`config.mk`:
```
export PLATFORM = sky130hd
export DESIGN_NAME = ilp_ctrl
export DESIGN_NICKNAME = d
export VERILOG_FILES = /design/src/core/ilp_pkg.sv /design/src/core/ilp_ctrl.sv
export SDC_FILE = /design/constraint.sdc
export NUM_CORES = 1
export LEC_CHECK = 0
export ABC_AREA = 1
export BUFFER_PORTS_ARGS = -buffer_cell sky130_fd_sc_hd__buf_2
export CAP_MARGIN = 5
export CORE_MARGIN = 5
export CORE_UTILIZATION = 50
export DETAILED_ROUTE_END_ITERATION = 10
export PLACE_DENSITY_LB_ADDON = 0.15
export SYNTH_ARGS = -nofsm -noshare
export SYNTH_HDL_FRONTEND = slang
export SYNTH_SLANG_ARGS = --single-unit
```
`constraint.sdc`:
```
create_clock -name pclk -period 2.76 [get_ports pclk]
set_input_delay 0.414 -clock pclk [delete_from_list [all_inputs] [get_ports pclk]]
set_output_delay 0.414 -clock pclk [all_outputs]
set_load 0.01 [all_outputs]
```
`src/core/ilp_pkg.sv`:
```
// Package: constants for the interrupt and low power controller
package ilp_pkg;
    localparam int NUM_SRC = 11;
    localparam int VEC_W = 16;
    // Source index in descending priority
    localparam int SRC_PWD = 0;
    localparam int SRC_ELR = 1;
    localparam int SRC_LVB = 2;
    localparam int SRC_LVA = 3;
    localparam int SRC_SPA_TX = 4;
    localparam int SRC_SPA_RX = 5;
    localparam int SRC_EDGE = 6;
    localparam int SRC_BYTE_DMA = 7;
    localparam int SRC_SPB_TX = 8;
    localparam int SRC_SPB_RX = 9;
    localparam int SRC_TIMER = 10;
    localparam logic [VEC_W-1:0] VEC_RESET = 16'h0000;
    localparam logic [VEC_W-1:0] VEC_PWD = 16'h002C;
    localparam logic [VEC_W-1:0] VEC_ELR = 16'h0004;
    localparam logic [VEC_W-1:0] VEC_LVB = 16'h0008;
    localparam logic [VEC_W-1:0] VEC_LVA = 16'h000C;
    localparam logic [VEC_W-1:0] VEC_SPA_TX = 16'h0010;
    localparam logic [VEC_W-1:0] VEC_SPA_RX = 16'h0014;
    localparam logic [VEC_W-1:0] VEC_EDGE = 16'h0018;
    localparam logic [VEC_W-1:0] VEC_BYTE_DMA = 16'h001C;
    localparam logic [VEC_W-1:0] VEC_SPB_TX = 16'h0020;
    localparam logic [VEC_W-1:0] VEC_SPB_RX = 16'h0024;
    localparam logic [VEC_W-1:0] VEC_TIMER = 16'h0028;
    // APB register map (byte addresses)
    localparam logic [7:0] ADDR_MASK = 8'h00;
    localparam logic [7:0] ADDR_CTRL = 8'h04;
    localparam logic [7:0] ADDR_FORCE = 8'h08;
    localparam logic [7:0] ADDR_CMD = 8'h0C;
    localparam logic [7:0] ADDR_STATUS = 8'h10;
    localparam logic [7:0] ADDR_PEND = 8'h14;
    // Control register fields
    localparam int CTRL_ELR_EDGE = 0;
    localparam int CTRL_SPB_TX_EDGE = 1;
    localparam int CTRL_SPB_RX_EDGE = 2;
    localparam int CTRL_NEST = 3;
    localparam int CTRL_SPB_IRQ = 4;
    localparam int CTRL_CTX = 5;
    localparam int CTRL_CRYSTAL_PIN_OFF = 6;
    localparam int CTRL_CLKO_DIS = 7;
    localparam int CTRL_W = 8;
    localparam logic [CTRL_W-1:0] CTRL_RST = 8'h00;
    localparam logic [NUM_SRC-1:0] MASK_RST = 11'h000;
    // Command register fields: one-shot actions
    localparam int CMD_ENA = 0;
    localparam int CMD_DIS = 1;
    localparam int CMD_RTI = 2;
    localparam int CMD_IDLE = 3;
    localparam int CMD_PWD_ENTER = 4;
    localparam int CMD_DIV_LO = 5;
    localparam int CMD_ACK = 8;
    localparam int CMD_PUSH = 9;
    localparam int CMD_POP = 10;
    // Timing in input clock cycles; the input clock runs at half the cycle rate
    localparam int CLK_MHZ = 200;
    localparam int RECOVER_IN_CYC = 100;
    localparam int CRYSTAL_PIN_IN_CYC = 4096;
    localparam int RECOVER_CYC = RECOVER_IN_CYC * 2;
    localparam int CRYSTAL_PIN_CYC = CRYSTAL_PIN_IN_CYC * 2;
    localparam int STACK_DEPTH = 12;
endpackage

```
`src/core/ilp_ctrl.sv`:
```
// Interrupt priority, mask, idle and power-down control
`timescale 1ns/1ps

// How it works
// - Eleven interrupt sources plus reset handled
// - Fixed priority order with documented vectors
// - Pending ANDed with mask, highest wins
// - Power-down and reset ignore mask register
// - Three request pins selectable edge or level
// - Level pins fixed; edge pin software settable
// - Mask write blocks interrupts one cycle
// - Control bit selects nested or sequential servicing
// - Write-only force/clear register edits pending
// - Twelve-deep status stack pushed and popped
// - Global enable gates all including power-down
// - Global enable set after reset
// - Port B pins become two requests, flags
// - Software bit starts power-down, pin wakes it; ack
// - Power-down interrupt nonmaskable, edge sensitive
// - Recovery within 100 or 4096 input cycles
// - Context bit chooses resume or clean; reset ends
// - Idle waits for unmasked interrupt, then continues
// - Slow idle divides clock by 16..128
// - Wake from slow idle within n cycles
// - Clock output toggles unless disable bit set or in power-down
// - Flag-shared pins interrupt when asserted either way
module ilp_ctrl #(
    parameter int CRYSTAL_PIN_WAIT = ilp_pkg::CRYSTAL_PIN_CYC
) (
    // APB slave
    input wire logic pclk,
    input wire logic presetn,
    input wire logic psel,
    input wire logic penable,
    input wire logic pwrite,
    input wire logic [7:0] paddr,
    input wire logic [31:0] pwdata,
    output logic [31:0] prdata,
    output logic pready,
    output logic pslverr,
    // Request pins, active low; port B flag input active high
    input wire logic edge_or_level_request_n,
    input wire logic level_request_a_n,
    input wire logic level_request_b_n,
    input wire logic edge_only_request_n,
    input wire logic port_b_shared_request_rx_n,
    input wire logic port_b_shared_request_tx_n,
    input wire logic powerdown_request_pin_n,
    input wire logic port_b_flag_in,
    // Internal sources, one-cycle pulses
    input wire logic timer_irq,
    input wire logic byte_dma_irq,
    input wire logic spa_tx_irq,
    input wire logic spa_rx_irq,
    input wire logic spb_tx_irq,
    input wire logic spb_rx_irq,
    // Sequencer side
    output logic irq_req,
    output logic [ilp_pkg::VEC_W-1:0] irq_vector,
    output logic core_run,
    output logic [ilp_pkg::CTRL_W-1:0] stack_top,
    output logic stack_full,
    output logic stack_empty,
    output logic ctx_clear,
    output logic port_b_flag_out,
    // Power and clock
    output logic powerdown_ack_pin,
    output logic clock_output_pin,
    output logic core_clk_en
);
    import ilp_pkg::*;

    typedef enum logic [1:0] {
        ILP_RUN = 2'b00,
        ILP_IDLE = 2'b01,
        ILP_PWD = 2'b10,
        ILP_WAKE = 2'b11
    } ilp_state_e;

    function automatic logic [VEC_W-1:0] ilp_vec(input logic [3:0] idx);
        logic [VEC_W-1:0] v;
        v = VEC_TIMER;
        unique case (idx)
            4'h0: v = VEC_PWD;
            4'h1: v = VEC_ELR;
            4'h2: v = VEC_LVB;
            4'h3: v = VEC_LVA;
            4'h4: v = VEC_SPA_TX;
            4'h5: v = VEC_SPA_RX;
            4'h6: v = VEC_EDGE;
            4'h7: v = VEC_BYTE_DMA;
            4'h8: v = VEC_SPB_TX;
            4'h9: v = VEC_SPB_RX;
            default: v = VEC_TIMER;
        endcase
        return v;
    endfunction

    // Pin synchronisers: three stages, change taken when stages 2 and 3 agree
    localparam int NPIN = 7;
    logic [NPIN-1:0] pin_raw;
    logic [NPIN-1:0] s1_ff, s2_ff, s3_ff, pin_ff;
    assign pin_raw = {~powerdown_request_pin_n, ~port_b_shared_request_tx_n,
                      ~port_b_shared_request_rx_n, ~edge_only_request_n,
                      ~level_request_b_n, ~level_request_a_n,
                      ~edge_or_level_request_n};
    always_ff @(posedge pclk or negedge presetn) begin
        if (!presetn) begin
            s1_ff <= '0;
            s2_ff <= '0;
            s3_ff <= '0;
            pin_ff <= '0;
        end else begin
            s1_ff <= pin_raw;
            s2_ff <= s1_ff;
            s3_ff <= s2_ff;
            for (int i = 0; i < NPIN; i++) begin
                if (s2_ff[i] == s3_ff[i]) begin
                    pin_ff[i] <= s3_ff[i];
                end
            end
        end
    end
    logic [NPIN-1:0] pin_prev_ff;
    logic [NPIN-1:0] pin_rise;
    always_ff @(posedge pclk or negedge presetn) begin
        if (!presetn) begin
            pin_prev_ff <= '0;
        end else begin
            pin_prev_ff <= pin_ff;
        end
    end
    assign pin_rise = pin_ff & ~pin_prev_ff;

    // Software state
    logic [NUM_SRC-1:0] mask_ff;
    logic [CTRL_W-1:0] ctrl_ff;
    logic gie_ff;
    logic mask_blk_ff;
    logic [NUM_SRC-1:0] pend_ff, nxt_pend;
    logic [NUM_SRC-1:0] active_ff;
    logic [NUM_SRC-1:0] live;
    ilp_state_e state_ff;
    logic wr, rd;
    assign wr = psel && penable && pwrite;
    assign rd = psel && penable && !pwrite;

    logic cmd_ena, cmd_dis, cmd_rti, cmd_idle, cmd_pwd, cmd_ack, cmd_push, cmd_pop;
    logic [1:0] cmd_div;
    logic wr_cmd, wr_force;
    assign wr_cmd = wr && paddr == ADDR_CMD;
    assign wr_force = wr && paddr == ADDR_FORCE;
    assign cmd_ena = wr_cmd && pwdata[CMD_ENA];
    assign cmd_dis = wr_cmd && pwdata[CMD_DIS];
    assign cmd_rti = wr_cmd && pwdata[CMD_RTI];
    assign cmd_idle = wr_cmd && pwdata[CMD_IDLE];
    assign cmd_pwd = wr_cmd && pwdata[CMD_PWD_ENTER];
    assign cmd_div = pwdata[CMD_DIV_LO+:2];
    assign cmd_ack = wr_cmd && pwdata[CMD_ACK];
    assign cmd_push = wr_cmd && pwdata[CMD_PUSH];
    assign cmd_pop = wr_cmd && pwdata[CMD_POP];

    always_ff @(posedge pclk or negedge presetn) begin
        if (!presetn) begin
            mask_ff <= MASK_RST;
            ctrl_ff <= CTRL_RST;
            mask_blk_ff <= 1'b0;
        end else begin
            mask_blk_ff <= wr && paddr == ADDR_MASK;
            if (wr && paddr == ADDR_MASK) begin
                mask_ff <= pwdata[NUM_SRC-1:0];
            end
            if (wr && paddr == ADDR_CTRL) begin
                ctrl_ff <= pwdata[CTRL_W-1:0];
            end
        end
    end

    always_ff @(posedge pclk or negedge presetn) begin
        if (!presetn) begin
            gie_ff <= 1'b1;
        end else if (cmd_dis) begin
            gie_ff <= 1'b0;
        end else if (cmd_ena) begin
            gie_ff <= 1'b1;
        end
    end

    // Port B requests share the port's vectors when reconfigured
    logic spb_mode, spb_tx_src, spb_rx_src, elr_src;
    assign spb_mode = ctrl_ff[CTRL_SPB_IRQ];
    assign spb_tx_src = ctrl_ff[CTRL_SPB_TX_EDGE] ? pin_rise[5] : pin_ff[5];
    assign spb_rx_src = ctrl_ff[CTRL_SPB_RX_EDGE] ? pin_rise[4] : pin_ff[4];
    assign elr_src = ctrl_ff[CTRL_ELR_EDGE] ? pin_rise[0] : pin_ff[0];

    // Live level sources feed selection each cycle without latching
    always_comb begin
        live = '0;
        live[SRC_ELR] = !ctrl_ff[CTRL_ELR_EDGE] && pin_ff[0];
        live[SRC_LVB] = pin_ff[2];
        live[SRC_LVA] = pin_ff[1];
        live[SRC_SPB_TX] = spb_mode && !ctrl_ff[CTRL_SPB_TX_EDGE] && pin_ff[5];
        live[SRC_SPB_RX] = spb_mode && !ctrl_ff[CTRL_SPB_RX_EDGE] && pin_ff[4];
    end

    // Selection
    logic [NUM_SRC-1:0] req, elig;
    logic [3:0] sel_idx;
    logic sel_ok;
    logic [NUM_SRC-1:0] eff_mask;
    always_comb begin
        eff_mask = mask_ff;
        eff_mask[SRC_PWD] = 1'b1;
        req = (pend_ff | live) & eff_mask;
        elig = req;
        if (ctrl_ff[CTRL_NEST]) begin
            // Only sources above every active one may preempt
            for (int i = 0; i < NUM_SRC; i++) begin
                if (active_ff[i]) begin
                    for (int j = i; j < NUM_SRC; j++) begin
                        elig[j] = 1'b0;
                    end
                end
            end
        end else if (|active_ff) begin
            elig = '0;
        end
        sel_idx = 4'h0;
        sel_ok = 1'b0;
        for (int i = NUM_SRC - 1; i >= 0; i--) begin
            if (elig[i]) begin
                sel_idx = 4'(i);
                sel_ok = 1'b1;
            end
        end
        if (!gie_ff || mask_blk_ff || irq_req) begin
            sel_ok = 1'b0;
        end
    end

    logic accept;
    assign accept = sel_ok && (state_ff == ILP_RUN || state_ff == ILP_IDLE) && core_clk_en;

    // Pending latches; hardware set wins over software clear
    always_comb begin
        nxt_pend = pend_ff;
        if (wr_force) begin
            nxt_pend = (pend_ff & ~pwdata[NUM_SRC+15:16]) | pwdata[NUM_SRC-1:0];
        end
        if (accept) begin
            nxt_pend[sel_idx] = 1'b0;
        end
        nxt_pend[SRC_PWD] = nxt_pend[SRC_PWD] | pin_rise[6];
        nxt_pend[SRC_ELR] = nxt_pend[SRC_ELR] | (ctrl_ff[CTRL_ELR_EDGE] & elr_src);
        nxt_pend[SRC_EDGE] = nxt_pend[SRC_EDGE] | pin_rise[3];
        nxt_pend[SRC_SPA_TX] = nxt_pend[SRC_SPA_TX] | spa_tx_irq;
        nxt_pend[SRC_SPA_RX] = nxt_pend[SRC_SPA_RX] | spa_rx_irq;
        nxt_pend[SRC_BYTE_DMA] = nxt_pend[SRC_BYTE_DMA] | byte_dma_irq;
        nxt_pend[SRC_TIMER] = nxt_pend[SRC_TIMER] | timer_irq;
        nxt_pend[SRC_SPB_TX] = nxt_pend[SRC_SPB_TX] |
            (spb_mode ? (ctrl_ff[CTRL_SPB_TX_EDGE] & spb_tx_src) : spb_tx_irq);
        nxt_pend[SRC_SPB_RX] = nxt_pend[SRC_SPB_RX] |
            (spb_mode ? (ctrl_ff[CTRL_SPB_RX_EDGE] & spb_rx_src) : spb_rx_irq);
    end

    always_ff @(posedge pclk or negedge presetn) begin
        if (!presetn) begin
            pend_ff <= '0;
        end else begin
            pend_ff <= nxt_pend;
        end
    end

    // Vector hand-off; held until the sequencer acknowledges
    always_ff @(posedge pclk or negedge presetn) begin
        if (!presetn) begin
            irq_req <= 1'b0;
            irq_vector <= VEC_RESET;
        end else if (accept) begin
            irq_req <= 1'b1;
            irq_vector <= ilp_vec(sel_idx);
        end else if (cmd_ack) begin
            irq_req <= 1'b0;
        end
    end

    // Status stack: entries hold the accepted source index or the pushed value
    logic [CTRL_W-1:0] stk_mem [STACK_DEPTH];
    logic [3:0] sp_ff;
    logic push, pop;
    assign push = (accept || cmd_push) && sp_ff < 4'(STACK_DEPTH);
    assign pop = (cmd_rti || cmd_pop) && sp_ff != 4'h0;
    always_ff @(posedge pclk or negedge presetn) begin
        if (!presetn) begin
            sp_ff <= 4'h0;
            active_ff <= '0;
        end else begin
            if (push && !pop) begin
                sp_ff <= sp_ff + 4'h1;
            end else if (pop && !push) begin
                sp_ff <= sp_ff - 4'h1;
            end
            if (accept) begin
                active_ff[sel_idx] <= 1'b1;
            end else if (cmd_rti) begin
                // Retire the highest-priority running handler
                for (int i = NUM_SRC - 1; i >= 0; i--) begin
                    if (active_ff[i] && (active_ff & ((NUM_SRC)'(1) << i) - 1'b1) == '0) begin
                        active_ff[i] <= 1'b0;
                    end
                end
            end
        end
    end
    always_ff @(posedge pclk) begin
        if (push) begin
            stk_mem[sp_ff] <= {4'h0, accept ? sel_idx : pwdata[19:16]};
        end
    end
    always_ff @(posedge pclk or negedge presetn) begin
        if (!presetn) begin
            stack_top <= '0;
            stack_full <= 1'b0;
            stack_empty <= 1'b1;
        end else begin
            stack_top <= (sp_ff == 4'h0) ? '0 : stk_mem[sp_ff - 4'h1];
            stack_full <= sp_ff == 4'(STACK_DEPTH);
            stack_empty <= sp_ff == 4'h0;
        end
    end

    // Idle, slow idle and power-down sequencing
    logic [7:0] div_n_ff, div_cnt_ff;
    logic [13:0] wake_cnt_ff;
    always_ff @(posedge pclk or negedge presetn) begin
        if (!presetn) begin
            state_ff <= ILP_RUN;
            div_n_ff <= 8'h00;
            wake_cnt_ff <= '0;
            ctx_clear <= 1'b0;
            powerdown_ack_pin <= 1'b0;
        end else begin
            unique case (state_ff)
                ILP_RUN: begin
                    ctx_clear <= 1'b0;
                    if (cmd_pwd) begin
                        state_ff <= ILP_PWD;
                        powerdown_ack_pin <= 1'b1;
                    end else if (cmd_idle) begin
                        state_ff <= ILP_IDLE;
                        div_n_ff <= wr_cmd && pwdata[CMD_DIV_LO+2] ?
                            (8'h10 << cmd_div) : 8'h00;
                    end
                end
                ILP_IDLE: begin
                    if (accept) begin
                        state_ff <= ILP_RUN;
                        div_n_ff <= 8'h00;
                    end
                end
                ILP_PWD: begin
                    if (pin_rise[6] || (wr_force && pwdata[SRC_PWD])) begin
                        state_ff <= ILP_WAKE;
                        wake_cnt_ff <= ctrl_ff[CTRL_CRYSTAL_PIN_OFF] ?
                            14'(CRYSTAL_PIN_WAIT) : 14'(RECOVER_CYC);
                    end
                end
                ILP_WAKE: begin
                    if (wake_cnt_ff <= 14'h0001) begin
                        state_ff <= ILP_RUN;
                        powerdown_ack_pin <= 1'b0;
                        ctx_clear <= ctrl_ff[CTRL_CTX];
                    end else begin
                        wake_cnt_ff <= wake_cnt_ff - 14'h0001;
                    end
                end
            endcase
        end
    end

    // Core clock divider; the processor cycle is the pclk cycle
    always_ff @(posedge pclk or negedge presetn) begin
        if (!presetn) begin
            div_cnt_ff <= 8'h00;
            core_clk_en <= 1'b1;
            clock_output_pin <= 1'b0;
        end else begin
            if (div_n_ff == 8'h00 || div_cnt_ff == div_n_ff - 8'h01) begin
                div_cnt_ff <= 8'h00;
            end else begin
                div_cnt_ff <= div_cnt_ff + 8'h01;
            end
            core_clk_en <= div_n_ff == 8'h00 || div_cnt_ff == div_n_ff - 8'h01;
            if (!ctrl_ff[CTRL_CLKO_DIS] && state_ff != ILP_PWD) begin
                clock_output_pin <= (div_n_ff == 8'h00) ? ~clock_output_pin :
                    (div_cnt_ff == 8'h00 || div_cnt_ff == div_n_ff >> 1) ?
                    ~clock_output_pin : clock_output_pin;
            end else begin
                clock_output_pin <= 1'b0;
            end
        end
    end

    always_ff @(posedge pclk or negedge presetn) begin
        if (!presetn) begin
            core_run <= 1'b1;
            port_b_flag_out <= 1'b0;
        end else begin
            core_run <= state_ff == ILP_RUN;
            port_b_flag_out <= spb_mode && port_b_flag_in;
        end
    end

    // APB read path, one wait-free access phase
    always_ff @(posedge pclk or negedge presetn) begin
        if (!presetn) begin
            prdata <= '0;
            pready <= 1'b0;
            pslverr <= 1'b0;
        end else begin
            pready <= psel && !penable;
            pslverr <= psel && !penable && !(paddr == ADDR_MASK || paddr == ADDR_CTRL ||
                paddr == ADDR_FORCE || paddr == ADDR_CMD || paddr == ADDR_STATUS ||
                paddr == ADDR_PEND);
            prdata <= '0;
            if (psel && !penable && !pwrite) begin
                unique case (paddr)
                    ADDR_MASK: prdata <= 32'(mask_ff);
                    ADDR_CTRL: prdata <= 32'(ctrl_ff);
                    ADDR_STATUS: prdata <= {20'h00000, sp_ff, 2'(state_ff), 1'b0,
                        powerdown_ack_pin, mask_blk_ff, irq_req, core_clk_en, gie_ff};
                    ADDR_PEND: prdata <= {5'h00, active_ff, 5'h00, pend_ff | live};
                    default: prdata <= '0;
                endcase
            end
        end
    end
endmodule

```
[Word level (Yosys, flattened, before mapping)]
Memories as Yosys holds them, arrays and structs flattened. A register that Yosys moved wholly into a read port is not among the register bits.
Index checks and enable logic that the tools add are counted.
Word-level totals
  register bits after elaboration: 181
  memory bits (writable): 48
  ROM bits: 64
  input bits: 59
  output and inout bits: 67
  logic and storage cells: 327
  memories: 2
Operators by class
  $add $sub $neg: 5
  magnitude comparators: 4
  equal/unequal tests: 28
  shift operators: 1
  multiplexer cells: 95
  bitwise logic cells: 30
  reductions and logical operators: 116
Memory list
  (no name shown): depth 16, width 4, read ports 1, clocked after Yosys merged registers in 1, wr ports 0, RTL line ilp_ctrl.sv:83  | unique case (idx)
  stk_mem: depth 12, width 4, read ports 1, clocked after Yosys merged registers in 0, wr ports 1, RTL line ilp_ctrl.sv:288  | logic [CTRL_W-1:0] stk_mem [STACK_DEPTH];
Operators by type and width (count)
  11-bit logical NOT: 10
  27-bit case mux with 4 select lines: 1
  11-bit 2-to-1 mux: 7
  8-bit 2-to-1 mux: 8
  4-bit 2-to-1 mux: 15
  1-bit logical AND: 43
  14-bit 2-to-1 mux: 3
  1-bit 2-to-1 mux: 41
  2-bit nonzero test: 17
  11-bit bitwise AND: 3
  32-bit 2-to-1 mux: 1
  14-bit case mux with 2 select lines: 1
  8-bit logical NOT: 3
  11-bit NOT: 2
  11-bit OR: 2
  2-bit AND reduction: 11
  8-bit by 4-bit == test with 1-bit output, second input constant: 2
  8-bit by 5-bit == test with 1-bit output, second input constant: 2
  2-bit != test, second input constant: 8
  8-bit case mux with 2 select lines: 1
  14-bit by 1-bit <= comparator with 1-bit output, second input constant: 1
  14-bit by 1-bit subtractor with 14-bit output, second input constant: 1
  1-bit logical OR: 13
  2-bit 2-to-1 mux: 6
  other kinds (39): 77

[Longest topological paths before layout]
  depth in word-level cells: 39
  gate-level depth with buffers: 18
  gate-level depth less buffers: 18

[Worst setup path after synthesis]
OpenSTA, ideal clock, no wires.
  path kind: register -> register
  from: register sp_ff[0]
  to: register stack_top[2] in the netlist's numbering
  library setup time: 0.086 ns
  data arrival time: 2.888 ns
  required time: 2.674 ns
  setup slack: -0.214 ns
  cell stages (with the launch flop): 13
  path buffers: 5
  clock period less this slack: 2.974 ns
  cells stage by stage: dfrtp_1 clkbuf_1 clkinv_1 clkbuf_1 clkbuf_1 ha_1 clkbuf_1 clkinv_1 clkbuf_1 a32o_1 o21ai_0 a21oi_1 nor3_1
Between the ends
  cells in the longest elaborated chain, start to end: 3
  elaborated cells between the ends (all ways): 4
  classes of those cells: 1 x add/sub; 1 x mux; 1 x reduce/logical; 1 x memory
Ends and longest elaborated chain
  from (decl): RTL line ilp_ctrl.sv:289  | logic [3:0] sp_ff;
  from (signal assigned): RTL line ilp_ctrl.sv:299  | sp_ff <= sp_ff + 4'h1;
  from (signal assigned): RTL line ilp_ctrl.sv:301  | sp_ff <= sp_ff - 4'h1;
  4-bit by 1-bit subtractor with 4-bit output: RTL line ilp_ctrl.sv:326  | stack_top <= (sp_ff == 4'h0) ? '0 : stk_mem[sp_ff - 4'h1];
  memory 12 x 4 bit
  8-bit 2-to-1 mux (*): RTL line ilp_ctrl.sv:326
  to (signal assigned): RTL line ilp_ctrl.sv:326
  to (decl): RTL line ilp_ctrl.sv:61  | output logic [ilp_pkg::CTRL_W-1:0] stack_top,
Mark *: on every way between the ends. The rest lies on a longest branch, timed or not.
A chain may end at the register's enable or synchronous reset.

[Worst setup path in the final report]
  from: register active_ff[0]
  to: memory stk_mem[11][2] in the netlist's numbering (enable)
Between the ends
  cells in the longest elaborated chain, start to end: 32
  elaborated cells between the ends (all ways): 34
  classes of those cells: 29 x mux; 5 x reduce/logical
Ends and longest elaborated chain
  from (decl): RTL line ilp_ctrl.sv:141  | logic [NUM_SRC-1:0] active_ff;
  from (signal assigned): RTL line ilp_ctrl.sv:296  | active_ff <= '0;
  from (signal, indexed assignment): RTL line ilp_ctrl.sv:304  | active_ff[sel_idx] <= 1'b1;
  from (signal, indexed assignment): RTL line ilp_ctrl.sv:309  | active_ff[i] <= 1'b0;
  11-bit 2-to-1 mux: RTL line ilp_ctrl.sv:219  | if (active_ff[i]) begin
  10-bit 2-to-1 mux: RTL line ilp_ctrl.sv:219
  9-bit 2-to-1 mux: RTL line ilp_ctrl.sv:219
  8-bit 2-to-1 mux: RTL line ilp_ctrl.sv:219
  8-bit 2-to-1 mux: RTL line ilp_ctrl.sv:216  | if (ctrl_ff[CTRL_NEST]) begin
  7-bit 2-to-1 mux: RTL line ilp_ctrl.sv:219
  6-bit 2-to-1 mux: RTL line ilp_ctrl.sv:219
  6-bit 2-to-1 mux: RTL line ilp_ctrl.sv:216
  [6 not listed]
  1-bit 2-to-1 mux (10 in a row): RTL line ilp_ctrl.sv:231  | if (elig[i]) begin
  1-bit 2-to-1 mux (*): RTL line ilp_ctrl.sv:231
  1-bit 2-to-1 mux (*): RTL line ilp_ctrl.sv:236  | if (!gie_ff || mask_blk_ff || irq_req) begin
  1-bit logical AND (*) (2 in a row): RTL line ilp_ctrl.sv:242  | assign accept = sel_ok && (state_ff == ILP_RUN || state_ff == ILP_IDLE) && core_clk_en;
  1-bit logical OR (*): RTL line ilp_ctrl.sv:291  | assign push = (accept || cmd_push) && sp_ff < 4'(STACK_DEPTH);
  1-bit logical AND (*): RTL line ilp_ctrl.sv:291
  1-bit 2-to-1 mux (*): RTL line ilp_ctrl.sv:316  | if (push) begin
  1-bit 2-to-1 mux (*): RTL line ilp_ctrl.sv:317  | stk_mem[sp_ff] <= {4'h0, accept ? sel_idx : pwdata[19:16]};
  to (decl): RTL line ilp_ctrl.sv:288
Mark *: on every way between the ends. The rest lies on a longest branch, timed or not. The select of a mux whose other input is x is not followed.

==> impl_metrics.tcl <==
set metrics [dict create \
    outcome "finished, final reports clean" \
    via_per_inst 5.285 \
    syn_to_final_growth_pct 15.32 \
    grt_pass1_vias 6863 \
    path_clk_slew_ns 0.07 \
    synth-seq-area-share_pct 56.11 \
    totalWireLength_mm 22.65 \
    slew_viol_final 0 \
    nets 1181 \
    timing.hold.ws_ns 0.1096 \
    critPathCaptureType "flip-flop" \
    crit_path_top_delay_cell "dfrtp_2" \
    cellPowerDensity_nw_per_um2 549.8 \
    yosysUniqueCellTypes 52 \
    worstPathArrival_ns 2.71 \
    multiInputGateArea_um2 3493 \
    htreeDepth 4 \
    cp_cell_sequence "nor2_4, nand2_2, nor2_4, nand2_2, nand2_2, nand3_2, nand3_1, inv_2, nand3_2, nand2_4, inv_2, a21oi_2, inv_2, nand2_1, nor2_1" \
    overflow 0 \
    finalHoldViolCount 0 \
    p_leak_nw 4.977 \
    synth_enable_flop_cells 48 \
    syn_area_per_cell_um2 9.371 \
    cts_root_buf "clkbuf_16" \
    relSlewSlack_pct 55.03 \
    crit_required_ns 2.85 \
    min_period_ns 2.619 \
    antenna_found_initial 1 \
    netlist_instances 989 \
    max_freq_mhz 381.9 \
    synth_warnings 0 \
    mappedNetlistArea_um2 9268 \
    cts_made_buffers 17 \
    synth_top_area_share_pct 39.42 \
    postRouteAntennaNets 0 \
    critPathMaxStageDelay_ns 0.45 \
    coreArea_um2 18090 \
    ys_async_sr_fraction_pct 75.76 \
    clock-skew-final_ns 0.01052 \
    grt_pass1_wl_mm 36.63 \
    dp_hpwl_mm 16.80 \
    row_count 49 \
    die_h_um 146.1 \
    portBuffers 90 \
    yosysTopAreaCell "dfrtp_1" \
    worstSkewPairLatency_ns 0.44 \
    start_kind "flip-flop" \
    setup_viol 0 \
    instances_no_fill 1349 \
    die_w_um 146.1 \
    hold_path.class "primary input to flip-flop" \
    cts_tree "done" \
    grt_util_all_layers_pct 21.72 \
    vias 7130 \
    fillCellCount 1626 \
    cap_violations 0 \
    dr.pass1.iters 5 \
    place_inst 1311 \
    synth_common_cells "nand2_1 (201), dfrtp_1 (146), inv_1 (105)" \
    cts.sinks 198 \
    place_ws_ns 0.09102 \
    grt_start_max_net_pins 70 \
    clk_path_buf_depth 2 \
    gp_congestion 0.8830 \
    vdd_drop_max_v 0.0004256 \
    drtIter0Drc 501 \
    timing.final.ws_setup_ns 0.1415 \
    worst_pin_slew_ns 0.6746 \
    synth_seq_cells 198 \
    route.detailed.wl_per_inst_um 16.79 \
    cp_max_fo 6 \
    regArea_um2 5201 \
    synthTopCellsByArea "dfrtp_1 (39%), edfxtp_1 (16%), nand2_1 (8.1%)" \
    dieArea_um2 21360 \
    yosys.cell_count.top_type "nand2_1" \
    synth_ff_type "dfrtp_1" \
    period_share_pct 94.87 \
    start_util_pct 51.24 \
    pin_count 126 \
    drive_gt1_share_pct 19.03 \
    drc 0 \
    path_class "flip-flop to flip-flop" \
]
worst max-delay path, delay by kind of cell, from the launching register on:
family / cells / cell delay [ns]
compound gates: 1 / 0.06
buf+inv: 3 / 0.26
flops: 1 / 0.45
simple gates: 11 / 1.52
layout by cell type, fill, tap and decap left out, drive strengths merged, types with 29 or more instances in the layout:
cell type,instances
a21oi,57
buf,113
dfrtp,146
edfxtp,48
inv,123
nand2,212
nand3,55
nor2,94
nor3,29
o21ai,66
final timing paths:
check,startpoint,endpoint,slack (ns),depth (start not counted)
max,active_ff[0]$_DFFE_PN0P_,stk_mem[11][2]$_DFFE_PP_,0.14,15
min,powerdown_request_pin_n,s1_ff[6]$_DFF_PN0_,0.11,2
max reg2reg,active_ff[0]$_DFFE_PN0P_,stk_mem[11][2]$_DFFE_PP_,0.14,15
min reg2reg,s1_ff[0]$_DFF_PN0_,s2_ff[0]$_DFF_PN0_,0.35,0
max in group asynchronous,presetn,active_ff[0]$_DFFE_PN0P_,1.36,3
min in group asynchronous,presetn,stack_top[1]$_DFF_PN0_,0.54,2
repair_timing:
item,in CTS,in global routing
endpoints found under the setup margin,0,83
buffers inserted,0,3
gates resized for setup,0,17
hold endpoints to repair,5,0
hold buffers,1,0
cell type report:
type,instances,share of cell area (%)
multi-input combinational,652,32.69
inverter,123,4.332
clock buffer,21,4.214
clock inverter,11,1.299
timing repair buffer,114,6.099
tap,229,2.681
sequential,198,48.67
antenna,1,0.02341
registers in the layout, summed over array words and instances, names as in the netlist, 8 cells and up:
| signal | flops |
|---|---|
| prdata | 23 |
| active_ff | 11 |
| wake_cnt_ff | 14 |
| ctrl_ff | 8 |
| div_cnt_ff | 8 |
| stk_mem | 48 |
| pend_ff | 11 |
| mask_ff | 11 |
per-layer routing:
metal	wire length, µm	vias to the layer above	global-route usage, %
li1	-	3469	-
met2	10810	200	35.31
met4	537	2	8.325
met1	10050	3415	28.88
met3	1250	44	4.462
met5	7	-	0
power by group:
| group | internal, mW | switching [mW] | leakage [nW] |
|---|---|---|---|
| registers | 3.05 | 0.0301 | 2.19 |
| clock network | 1.39 | 1.14 | 0.287 |
| logic | 0.0825 | 0.187 | 2.50 |
| total | 4.52 | 1.36 | 4.98 |
per-stage QoR:
| stage | util [%] | power (mW) | area [µm²] | setup TNS (ns) |
|---|---|---|---|---|
| floorplan | - | 3.274 | 9360 | 0 |
| global placement | 55.36 | 3.407 | 10010 | 0 |
| detailed placement | 55.36 | 3.410 | 10010 | 0 |
| CTS | 58.68 | 5.924 | 10610 | 0 |
| global route | 59.08 | 6.077 | 10690 | -0.005120 |
| finish | 59.09 | 5.876 | 10690 | 0 |
cells by family (layout without fill, tap and decap cells):
group                      Yosys count  count (layout)  share of synthesized area, %
AOI/OAI and AO/OA                  173             173                         11.08
xor gates and xnor gates            17              17                         1.607
adders and majority gates           23              23                         2.916
buffers and inverters              164             269                         7.695
DFF                                198             198                         56.11
other                                1              26                       0.04046
and+or+nand+nor                    413             414                         20.55
Power figures use the tool's default switching activity.
